File: config.mk
export PLATFORM = sky130hd
export DESIGN_NAME = lcdpd_top
export DESIGN_NICKNAME = d
export VERILOG_FILES = /design/src/lcdpd_pkg.sv /design/src/lcdpd_pin_if.sv /design/src/lcdpd_regs.sv /design/src/lcdpd_level_enc.sv /design/src/lcdpd_top.sv
export VERILOG_INCLUDE_DIRS = /design/src
export SDC_FILE = /design/constraint.sdc
export NUM_CORES = 1
export LEC_CHECK = 0
export BUFFER_PORTS_ARGS = -buffer_cell sky130_fd_sc_hd__buf_4
export CORE_ASPECT_RATIO = 1.5
export CORE_UTILIZATION = 25
export CTS_CLUSTER_DIAMETER = 100
export CTS_CLUSTER_SIZE = 40
export DETAILED_ROUTE_END_ITERATION = 7
export PLACE_DENSITY_LB_ADDON = 0.2
export SLEW_MARGIN = 10
export SYNTH_ARGS = -nofsm -noshare
export SYNTH_HDL_FRONTEND = slang
export SYNTH_SLANG_ARGS = --single-unit
File: constraint.sdc
create_clock -name ref_clk -period 2.7 [get_ports ref_clk]
set_clock_uncertainty 0.2 [all_clocks]
set_input_delay 0.135 -clock ref_clk [delete_from_list [all_inputs] [get_ports ref_clk]]
set_output_delay 0.135 -clock ref_clk [all_outputs]
set_load 0.1 [all_outputs]
File: src/lcdpd_defines.svh
`ifndef LCDPD_DEFINES_SVH
`define LCDPD_DEFINES_SVH

`define LCDPD_ADDR_W         4
`define LCDPD_DATA_W         8
`define LCDPD_OFS_MAIN       4'h0
`define LCDPD_OFS_SEG_LOW    4'h1
`define LCDPD_OFS_SEG_MID    4'h2
`define LCDPD_OFS_SEG_HIGH   4'h3
`define LCDPD_RST_BYTE       8'h00
`define LCDPD_HIGH_IMPL_MASK 8'h0f
`define LCDPD_FRAME_BIT      7
`define LCDPD_CUR_SEL_HI     6
`define LCDPD_CUR_SEL_LO     5
`define LCDPD_MASTER_BIT     4
`define LCDPD_COM_EN_HI      3
`define LCDPD_SEG_HIGH_EN_HI 3
`define LCDPD_NUM_COM        4
`define LCDPD_NUM_SEG        20

`endif

File: src/lcdpd_pkg.sv
package lcdpd_pkg;

  typedef enum logic [1:0] {
    LCDPD_LVL_GND        = 2'h0,
    LCDPD_LVL_THIRD      = 2'h1,
    LCDPD_LVL_TWO_THIRDS = 2'h2,
    LCDPD_LVL_FULL       = 2'h3
  } lcdpd_level_t;

  typedef logic [1:0] lcdpd_cur_sel_t;

endpackage

File: src/lcdpd_pin_if.sv
`timescale 1ns/100ps
`default_nettype none

interface lcdpd_pin_if #(parameter int N = 4);
  logic         frame;
  logic         master;
  logic [N-1:0] en;
  logic [N-1:0] data;
  logic [2*N-1:0] level;

  modport drv (output frame, output master, output en, output data, input level);
  modport enc (input frame, input master, input en, input data, output level);
endinterface // lcdpd_pin_if

`default_nettype wire

File: src/lcdpd_regs.sv
`timescale 1ns/100ps
`default_nettype none
`include "lcdpd_defines.svh"

module lcdpd_regs
  import lcdpd_pkg::*;
(
  input  wire logic                       ref_clk,
  input  wire logic                       sys_rst,
  input  wire logic [`LCDPD_ADDR_W-1:0]   reg_addr,
  input  wire logic [`LCDPD_DATA_W-1:0]   reg_wdata,
  input  wire logic                       reg_wr,
  input  wire logic                       reg_rd,
  output var  logic [`LCDPD_DATA_W-1:0]   reg_rdata,
  output var  logic [`LCDPD_DATA_W-1:0]   lcd_main_control,
  output var  logic [`LCDPD_DATA_W-1:0]   lcd_segment_enable_low,
  output var  logic [`LCDPD_DATA_W-1:0]   lcd_segment_enable_mid,
  output var  logic [`LCDPD_DATA_W-1:0]   lcd_segment_enable_high
);

  always_ff @(posedge ref_clk) begin
    if (sys_rst) begin
      lcd_main_control <= `LCDPD_RST_BYTE;
    end else if (reg_wr && reg_addr == `LCDPD_OFS_MAIN) begin
      lcd_main_control <= reg_wdata;
    end
  end

  always_ff @(posedge ref_clk) begin
    if (sys_rst) begin
      lcd_segment_enable_low <= `LCDPD_RST_BYTE;
    end else if (reg_wr && reg_addr == `LCDPD_OFS_SEG_LOW) begin
      lcd_segment_enable_low <= reg_wdata;
    end
  end

  always_ff @(posedge ref_clk) begin
    if (sys_rst) begin
      lcd_segment_enable_mid <= `LCDPD_RST_BYTE;
    end else if (reg_wr && reg_addr == `LCDPD_OFS_SEG_MID) begin
      lcd_segment_enable_mid <= reg_wdata;
    end
  end

  // Upper bits are never stored, so they cannot read back as anything but zero.
  always_ff @(posedge ref_clk) begin
    if (sys_rst) begin
      lcd_segment_enable_high <= `LCDPD_RST_BYTE;
    end else if (reg_wr && reg_addr == `LCDPD_OFS_SEG_HIGH) begin
      lcd_segment_enable_high <= reg_wdata & `LCDPD_HIGH_IMPL_MASK;
    end
  end

  always_ff @(posedge ref_clk) begin
    if (sys_rst) begin
      reg_rdata <= `LCDPD_RST_BYTE;
    end else if (reg_rd) begin
      unique case (reg_addr)
        `LCDPD_OFS_MAIN:     reg_rdata <= lcd_main_control;
        `LCDPD_OFS_SEG_LOW:  reg_rdata <= lcd_segment_enable_low;
        `LCDPD_OFS_SEG_MID:  reg_rdata <= lcd_segment_enable_mid;
        `LCDPD_OFS_SEG_HIGH: reg_rdata <= lcd_segment_enable_high;
        default:             reg_rdata <= `LCDPD_RST_BYTE;
      endcase
    end else begin
      reg_rdata <= `LCDPD_RST_BYTE;
    end
  end

endmodule // lcdpd_regs

`default_nettype wire

File: src/lcdpd_level_enc.sv
`timescale 1ns/100ps
`default_nettype none

module lcdpd_level_enc
  import lcdpd_pkg::*;
#(
  parameter int N      = 4,
  parameter bit IS_SEG = 1'b0
)
(
  lcdpd_pin_if.enc p
);

  // Common and segment use mirrored levels, so a set data bit on both gives full panel voltage.
  function automatic lcdpd_level_t pick(input logic master, input logic en, input logic frame,
                                        input logic data);
    lcdpd_level_t lv;
    lv = LCDPD_LVL_GND;
    if (master && en) begin
      if (frame ^ IS_SEG) begin
        lv = data ? LCDPD_LVL_GND : LCDPD_LVL_TWO_THIRDS;
      end else begin
        lv = data ? LCDPD_LVL_FULL : LCDPD_LVL_THIRD;
      end
    end
    return lv;
  endfunction

  always_comb begin
    for (int i = 0; i < N; i++) begin
      p.level[2*i +: 2] = pick(p.master, p.en[i], p.frame, p.data[i]);
    end
  end

endmodule // lcdpd_level_enc

`default_nettype wire

File: src/lcdpd_top.sv
// Functional notes
// - Master enable off forces all pins ground.
// - Common enables give pins 0-3 to LCD.
// - Low segment byte enables segments 7-0.
// - Mid segment byte enables segments 15-8.
// - High nibble enables segments 19-16, rest zero.
// - Frame bit selects frame 0 or 1.
// - Frame 0: common full/third, segment ground/two-thirds.
// - Frame 1: common ground/two-thirds, segment full/third.
// - Common levels from port A bits 0,1,2,4; the code takes common pin i from port_a_level_bits[i], bits 0-3.
// - Port direction does not affect LCD driving.
// - Two-bit field selects one of four currents.
//
// Local design decisions: the address-and-strobe port and the placing of the registers.
`timescale 1ns/100ps
`default_nettype none
`include "lcdpd_defines.svh"

module lcdpd_top
  import lcdpd_pkg::*;
(
  input  wire logic                          ref_clk,
  input  wire logic                          sys_rst,
  input  wire logic [`LCDPD_ADDR_W-1:0]      reg_addr,
  input  wire logic [`LCDPD_DATA_W-1:0]      reg_wdata,
  input  wire logic                          reg_wr,
  input  wire logic                          reg_rd,
  output var  logic [`LCDPD_DATA_W-1:0]      reg_rdata,
  input  wire logic [`LCDPD_NUM_COM-1:0]     port_a_level_bits,
  input  wire logic [`LCDPD_NUM_SEG-1:0]     segment_level_bits,
  output var  logic [2*`LCDPD_NUM_COM-1:0]   common_outputs,
  output var  logic [2*`LCDPD_NUM_SEG-1:0]   segment_outputs,
  output var  logic [`LCDPD_NUM_COM-1:0]     common_pin_select,
  output var  logic [`LCDPD_NUM_SEG-1:0]     segment_pin_select,
  output var  lcdpd_cur_sel_t                drive_current_select,
  output var  logic                          panel_drive_master_enable
);

  logic [`LCDPD_DATA_W-1:0] lcd_main_control;
  logic [`LCDPD_DATA_W-1:0] lcd_segment_enable_low;
  logic [`LCDPD_DATA_W-1:0] lcd_segment_enable_mid;
  logic [`LCDPD_DATA_W-1:0] lcd_segment_enable_high;
  logic                     frame_sel;
  logic                     master_en;
  logic [`LCDPD_NUM_COM-1:0] common_pin_enable;
  logic [`LCDPD_NUM_SEG-1:0] segment_pin_enable;

  lcdpd_pin_if #(.N(`LCDPD_NUM_COM)) com_if ();
  lcdpd_pin_if #(.N(`LCDPD_NUM_SEG)) seg_if ();

  lcdpd_regs u_regs (
    .ref_clk                 (ref_clk),
    .sys_rst                 (sys_rst),
    .reg_addr                (reg_addr),
    .reg_wdata               (reg_wdata),
    .reg_wr                  (reg_wr),
    .reg_rd                  (reg_rd),
    .reg_rdata               (reg_rdata),
    .lcd_main_control        (lcd_main_control),
    .lcd_segment_enable_low  (lcd_segment_enable_low),
    .lcd_segment_enable_mid  (lcd_segment_enable_mid),
    .lcd_segment_enable_high (lcd_segment_enable_high)
  );

  assign frame_sel          = lcd_main_control[`LCDPD_FRAME_BIT];
  assign master_en          = lcd_main_control[`LCDPD_MASTER_BIT];
  assign common_pin_enable  = lcd_main_control[`LCDPD_COM_EN_HI:0];
  assign segment_pin_enable = {lcd_segment_enable_high[`LCDPD_SEG_HIGH_EN_HI:0],
                               lcd_segment_enable_mid, lcd_segment_enable_low};

  // Only data bits, enables, the master bit and the frame bit steer the level; the port direction never enters here.
  assign com_if.frame  = frame_sel;
  assign com_if.master = master_en;
  assign com_if.en     = common_pin_enable;
  assign com_if.data   = port_a_level_bits;
  assign seg_if.frame  = frame_sel;
  assign seg_if.master = master_en;
  assign seg_if.en     = segment_pin_enable;
  assign seg_if.data   = segment_level_bits;

  lcdpd_level_enc #(.N(`LCDPD_NUM_COM), .IS_SEG(1'b0)) u_com_enc (
    .p (com_if.enc)
  );

  lcdpd_level_enc #(.N(`LCDPD_NUM_SEG), .IS_SEG(1'b1)) u_seg_enc (
    .p (seg_if.enc)
  );

  // Registered so the analog switches see one clean change per clock.
  always_ff @(posedge ref_clk) begin
    if (sys_rst) begin
      common_outputs  <= '0;
      segment_outputs <= '0;
    end else begin
      common_outputs  <= com_if.level;
      segment_outputs <= seg_if.level;
    end
  end

  always_ff @(posedge ref_clk) begin
    if (sys_rst) begin
      common_pin_select  <= '0;
      segment_pin_select <= '0;
    end else begin
      common_pin_select  <= master_en ? common_pin_enable : '0;
      segment_pin_select <= master_en ? segment_pin_enable : '0;
    end
  end

  always_ff @(posedge ref_clk) begin
    if (sys_rst) begin
      drive_current_select      <= '0;
      panel_drive_master_enable <= 1'b0;
    end else begin
      drive_current_select      <= lcd_main_control[`LCDPD_CUR_SEL_HI:`LCDPD_CUR_SEL_LO];
      panel_drive_master_enable <= master_en;
    end
  end

endmodule // lcdpd_top

`default_nettype wire

==> qor.txt, run 1 <==
Outcome: complete, no violations
CP max FO: 8
Vias in the first global route: 2710
Synth Register Bits: 111
R2R Path End: segment_outputs[33]
Die ar.: 15970 um^2
Crit. path cell count: 6
CP delay by family, top: buffers and inverters
Gr usage total: 0.1246
Site Rows: 55
Worst-path clk slew: 70 ps
Worst Hold Class: primary input to flip-flop
Buf/Inv on CP: 4
Comb power frac: 0.055
Final net count: 522
DRT Pass-1 Iters: 6
Die Height: 154.3 um
Worst slew margin relative to its limit: 0.4483
Synth top area cells: dfxtp_1 58%, mux2i_1 10%, and3_1 7.3%
Mapped Area: 3864 um^2
Post-CTS Setup Inserts: 0
Hold buffers post-CTS: 36
Clock power share: 0.421
Antenna fix cells: 0
CP Launch Type: primary input
Crit path arrival time: 2540 ps
Drc violations: 0
Reg power frac: 0.524
Least-Margin Pin Slew: 826.3 ps
Share of post-route cells with drive strength above 1: 0.2998
Sw Pwr: 0.0006730 W
H-tree depth: 3
Pwr dens: 564.6 nW/um^2
# port buffers: 122
Final setup vio count: 0
DP Wirelength: 7.008 mm
Worst setup startpoint: reg_addr[3]
Area post-placement: 4918 um^2
Fmax: 407.5 MHz
Sw Ratio: 0.2137
Final WL: 9.716 mm
Biggest area consumer among synthesized cells: dfxtp_1
1st-iter DRT viols: 141
Largest net degree at the start of global routing: 70
Max clock buf depth: 2
DR vias/cell: 4.020
Minimum clock period: 2454 ps
Final GP Congestion: 0.6652
Crit Path Class: primary input to flip-flop
Number of synthesized flops with an enable pin: 0
Die width: 103.5 um
CTS root buffer: clkbuf_16
Post-route ant nets: 0
Design Area, Final: 5578 um^2
Mapped Nets: 374
R2R Path Start: u_regs.lcd_main_control[4]
Count leader, synth: dfxtp_1
Core ar.: 15070 um^2
Max IR drop VDD: 0.0002446 V
CTS tree: done
Crit path to: u_regs.reg_rdata[4]
Slew Viols, Final: 0
Proportion of synthesized chip area in sequential cells: 0.5751
MaxCap Viol Count: 0
Library cells used by synthesis: 26
Remaining Overflow, GRT: 0
Area delta synth->final: 44.37%
Worst Reg-to-Reg Cells: 3
Worst hold margin: 87.14 ps
Slowest-stage cell, CP: dlygate4sd3_1
Critical path, cell by cell: dlygate4sd3_1 -> buf_4 -> nor4b_2 -> dlygate4sd3_1 -> and2_1 -> dlygate4sd3_1
Synth cell count leaders: 111 x dfxtp_1, 45 x and3_1, 40 x mux2i_1, 35 x nand2b_1, 32 x and2_1
Final TNS setup: 0 ps
Vias: 2758
Synth warn: 0
Antenna violations before repair: 0
RSZ-0062 raised after global routing: no
CTS Buf Count: 9
Tcrit/Tclk final: 0.9089
Resized Gates After CTS: 0
Asr flop ratio synth: 0
Syn avg cell area: 11.57 um^2
CP required: 2790 ps
First-pass GRT wire length: 15.01 mm
Cells after Synth: 334
Worst-Skew Late Latency: 340 ps
CP dominant cell by count: dlygate4sd3_1
Final hold vios: 0
Synth Flop Type: dfxtp_1
Leakage: 2.655 nW
IO Count: 123
Internal power: 0.002476 W
Type of destination of the critical path: flip-flop
Top cell type's share of synthesized area: 0.5751
CP peak stage delay: 740 ps
Initial Utilization: 0.2564
Avg WL per Cell: 14.16 um
R2R setup slack: 1020 ps
Sinks on Clock Net: 111
[worst min path at each step]
stage,depth (start not counted),slack [ps],end,start
after floorplan,2,130,u_regs.lcd_segment_enable_low[7],reg_wdata[7]
after global placement,2,260,drive_current_select[0],u_regs.lcd_main_control[5]
after detailed placement,2,260,drive_current_select[1],u_regs.lcd_main_control[6]
after CTS,3,80,drive_current_select[1],sys_rst
after global routing,3,100,drive_current_select[1],sys_rst
final,3,90,drive_current_select[1],sys_rst
[power groups by stage]
stage / Combinational (W) / Clock, W / Sequential [W]
2_1_floorplan: 0.0000744 / 0 / 0.00169
3_3_place_gp: 0.000134 / 0 / 0.00169
3_5_place_dp: 0.000136 / 0 / 0.00169
4_1_cts: 0.000176 / 0.00136 / 0.00165
5_1_grt: 0.000188 / 0.00143 / 0.00165
6_report: 0.000173 / 0.00132 / 0.00165
[worst register-to-register path, cell delays in order (launching register included)]
cell      delay, ps
dfxtp_1         420
nand2b_4        100
inv_2           600
and3_1          300
[flip-flops by register name, indices dropped and copies added, names as in the netlist]
signal                          flops
u_regs.lcd_segment_enable_low       8
common_outputs                      8
u_regs.lcd_main_control             8
common_pin_select                   4
segment_pin_select                 20
u_regs.lcd_segment_enable_mid       8
drive_current_select                2
u_regs.reg_rdata                    8
u_regs.lcd_segment_enable_high      4
panel_drive_master_enable           1
segment_outputs                    40
[final cells by class]
cell class,instances,area [um^2]
multi-input combinational,198,1499
sequential,111,2223
clock inverter,6,70.07
fill,1524,9493
tap,199,249.0
clock buffer,10,229.0
timing repair buffer,159,1296
inverter,3,11.26
[logic make-up (layout without fill, tap and decap cells)]
logic type,count (synthesis),in the layout,synth area share
simple gates,126,126,0.2144
mux,40,40,0.1036
flops,111,111,0.5751
buf+inv,25,178,0.03691
compound gates,8,8,0.01554
xor+xnor,24,24,0.05440
[layer usage]
layer	global-route usage	share of wire	vias up
li1	-	-	1403
met1	0.1366	0.40	1288
met2	0.2359	0.55	55
met3	0.02360	0.027	12
met4	0.04555	0.019	0
met5	0	0	-
[cells in the final DEF (no fill, tap or decap), drive strengths merged, types with 2 or more instances in the layout]
master / instances
xor2: 4
nand2b: 36
nor2: 2
clkbuf: 10
nor3b: 4
inv: 4
dfxtp: 111
mux2i: 40
clkinv: 4
o2bb2ai: 4
buf: 123
xnor2: 20
dlygate4sd3: 36
and3: 45
o22ai: 4
and2: 32
[through the flow]
step | util | setup WS, ps | total power [W] | instances
finish | 0.3701 | 245.9 | 0.003149 | 686
global route | 0.3701 | 130.1 | 0.003274 | 686
CTS | 0.3701 | 219.0 | 0.003193 | 686
detailed placement | 0.3264 | 953.1 | 0.001826 | 634
global placement | 0.3264 | 988.0 | 0.001825 | 634
floorplan | - | 1456 | 0.001762 | 334
No activity file was read; power rests on OpenSTA's default activity.
==> run 2, diff against run 1 <==
--- a/config.mk
+++ b/config.mk
@@ -6,6 +6,7 @@
 export SDC_FILE = /design/constraint.sdc
 export NUM_CORES = 1
 export LEC_CHECK = 0
+export ABC_AREA = 0
 export BUFFER_PORTS_ARGS = -buffer_cell sky130_fd_sc_hd__buf_4
 export CORE_ASPECT_RATIO = 1.5
 export CORE_UTILIZATION = 25
@@ -13,6 +14,7 @@
 export CTS_CLUSTER_SIZE = 40
 export DETAILED_ROUTE_END_ITERATION = 7
 export PLACE_DENSITY_LB_ADDON = 0.2
+export SETUP_SLACK_MARGIN = 0.5
 export SLEW_MARGIN = 10
 export SYNTH_ARGS = -nofsm -noshare
 export SYNTH_HDL_FRONTEND = slang
==> run 2 against run 1 <==
Compared with the run above: power barely moved; setup slack better by 640 ps; flip-flop and latch count unchanged; routed wire length shrank 0.24%; combinational power about the same; sequential power about the same; non-clock buffer count is 1 lower; critical path depth is 1 lower; register-to-register slack about the same; global-route usage about the same; fmax up 35%; largest cell class unchanged.
==> qor.txt, run 2 (same netlist as run 1, synthesis figures left out) <==
R2R Path End: segment_outputs[33]
Crit path arrival time: 1880 ps (-660 ps)
CP peak stage delay: 540 ps (-200 ps)
DP Wirelength: 7.008 mm (unchanged)
Post-route ant nets: 0 (unchanged)
Most common cell after layout, fill and taps aside: buf_4
Max reg flops: 40 (unchanged)
Tcrit/Tclk final: 0.6722 (-0.2367)
Antenna violations before repair: 0 (unchanged)
Final hold vios: 0 (unchanged)
Post-route insts no fill: 685 (-0.15%)
Worst-path clk slew: 70 ps (about the same)
Crit. path cell count: 5 (-1)
Post-CTS Setup Inserts: 0 (unchanged)
Max IR drop VDD: 0.0002443 V (-0.12%)
Die width: 103.5 um (unchanged)
Internal power: 0.002477 W (about the same)
Top reg by flops: segment_outputs
Pwr dens: 565.9 nW/um^2 (+0.23%)
IO Count: 123 (unchanged)
CP required: 2760 ps (-30 ps)
Max clock buf depth: 2 (unchanged)
CTS tree: done
Least-Margin Pin Slew: 833.9 ps (+7.617 ps)
Core ar.: 15070 um^2 (unchanged)
H-tree depth: 3 (unchanged)
Initial Utilization: 0.2564 (unchanged)
CTS root buffer: clkbuf_16
Antenna fix cells: 0 (unchanged)
CP max FO: 8 (unchanged)
Die Height: 154.3 um (unchanged)
RSZ-0062 raised after global routing: no
Worst Hold Class: primary input to flip-flop
Sinks on Clock Net: 111 (unchanged)
Biggest regs: segment_outputs x40, segment_pin_select x20
CP delay by family, top: simple AND/OR/NAND/NOR gates
Avg WL per Cell: 14.15 um (about the same)
Drc violations: 0 (unchanged)
Type of destination of the critical path: flip-flop
R2R setup slack: 1020 ps (about the same)
Register area: 2223 um^2 (unchanged)
Leakage: 2.646 nW (-0.36%)
R2R Path Start: u_regs.lcd_main_control[4]
Pre-CTS setup slack: 953.1 ps (unchanged)
Slew Viols, Final: 0 (unchanged)
Area of the multi-input gates: 1499 um^2 (unchanged)
Comb power frac: 0.055 (about the same)
Share of post-route cells with drive strength above 1: 0.3004 (+0.0006169)
Minimum clock period: 1815 ps (-639.0 ps)
Worst-Skew Late Latency: 340 ps (about the same)
Final Util: 0.3694 (-0.0006640)
CP Launch Type: primary input
Worst setup startpoint: reg_addr[3]
DR vias/cell: 4.020 (about the same)
Final TNS setup: 0 ps (unchanged)
1st-iter DRT viols: 142 (+0.71%)
Largest net degree at the start of global routing: 70 (unchanged)
CTS Buf Count: 9 (unchanged)
Sw Ratio: 0.2139 (+0.0002565)
Site Rows: 55 (unchanged)
Slowest-stage cell, CP: dlygate4sd3_1
FILL cells: 1526 (+0.13%)
Commonest cells after routing, fill and taps aside: 122 x buf_4, 110 x dfxtp_1, 45 x and3_1
Clock power share: 0.421 (about the same)
DRT Pass-1 Iters: 6 (unchanged)
Final GP Congestion: 0.6652 (unchanged)
Resized Gates After CTS: 0 (unchanged)
Final setup vio count: 0 (unchanged)
Critical path, cell by cell: dlygate4sd3_1 -> buf_4 -> nor2_1 -> nand4b_1 -> mux2i_1
Worst Reg-to-Reg Cells: 3 (unchanged)
Outcome: complete, no violations
Vias: 2754 (-0.15%)
Gr usage total: 0.1244 (-0.0001803)
Dpl cells: 634 (unchanged)
Area delta synth->final: 44.11%
Sw Pwr: 0.0006742 W (+0.17%)
Worst slew margin relative to its limit: 0.4432 (-0.005085)
First-pass GRT wire length: 14.99 mm (-0.14%)
# port buffers: 122 (unchanged)
MaxCap Viol Count: 0 (unchanged)
Crit Path Class: primary input to flip-flop
Worst hold margin: 86.09 ps (-1.056 ps)
Die ar.: 15970 um^2 (unchanged)
Buf/Inv on CP: 2 (-2)
Final WL: 9.693 mm (-0.24%)
Final net count: 521 (-0.19%)
Fmax: 550.9 MHz (+35%)
Final WS setup: 884.9 ps (+639.0 ps)
Remaining Overflow, GRT: 0 (unchanged)
Crit path to: u_regs.lcd_segment_enable_low[2]
Reg power frac: 0.524 (about the same)
Vias in the first global route: 2708 (-0.074%)
[run 2: changes by cell type in the layout (fill, tap and decap cells not counted)]
cell / delta
dlygate4sd3_1: -1
[run 2: worst min-delay path by stage]
| stage | startpoint | to | slack [ps] | depth (start not counted) |
|---|---|---|---|---|
| 2_1_floorplan | reg_wdata[7] | u_regs.lcd_segment_enable_low[7] | 130 | 2 |
| 3_3_place_gp | u_regs.lcd_main_control[5] | drive_current_select[0] | 260 | 2 |
| 3_5_place_dp | u_regs.lcd_main_control[6] | drive_current_select[1] | 260 | 2 |
| 4_1_cts | sys_rst | drive_current_select[1] | 80 | 3 |
| 5_1_grt | reg_rd | u_regs.reg_rdata[4] | 80 | 3 |
| 6_report | reg_rd | u_regs.reg_rdata[5] | 90 | 3 |
[run 2: layout make-up]
type / instances / area share
repair buffers: 158 / 0.2310
multi-input cells: 198 / 0.2692
well taps: 199 / 0.04472
flip-flops and latches: 111 / 0.3993
clock buffers: 10 / 0.04112
inverters: 3 / 0.002022
clock inverters: 6 / 0.01258
[run 2: per-stage QoR]
stage | area (um^2) | power, W
after floorplan | 3864 | 0.001762
after global placement | 4918 | 0.001825
after detailed placement | 4918 | 0.001826
after CTS | 5568 | 0.003194
after global routing | 5568 | 0.003275
final | 5568 | 0.003151
[run 2: per-layer routing]
layer,global-route usage,share of wire,vias to the layer above
met2,0.2359,0.55,55
met5,0,0,-
met4,0.04555,0.019,0
li1,-,-,1404
met1,0.1361,0.40,1283
met3,0.02360,0.028,12
[run 2: timing repair]
item | CTS | global route
setup endpoints to repair | 0 | 0
hold buffers | 35 | 0
hold endpoints to repair | 56 | 0
[run 2: worst reg2reg max path, stage by stage, from the launching register on]
cell and delay [ps]:
dfxtp_1 420, nand2b_4 100, inv_2 610, and3_1 300
[run 2: power by group through the flow]
| stage | combinational [W] | clock (W) | sequential, W |
|---|---|---|---|
| 3_5_place_dp | 0.000136 | 0 | 0.00169 |
| 2_1_floorplan | 0.0000744 | 0 | 0.00169 |
| 5_1_grt | 0.000189 | 0.00143 | 0.00165 |
| 3_3_place_gp | 0.000134 | 0 | 0.00169 |
| 6_report | 0.000174 | 0.00133 | 0.00165 |
| 4_1_cts | 0.000177 | 0.00136 | 0.00165 |
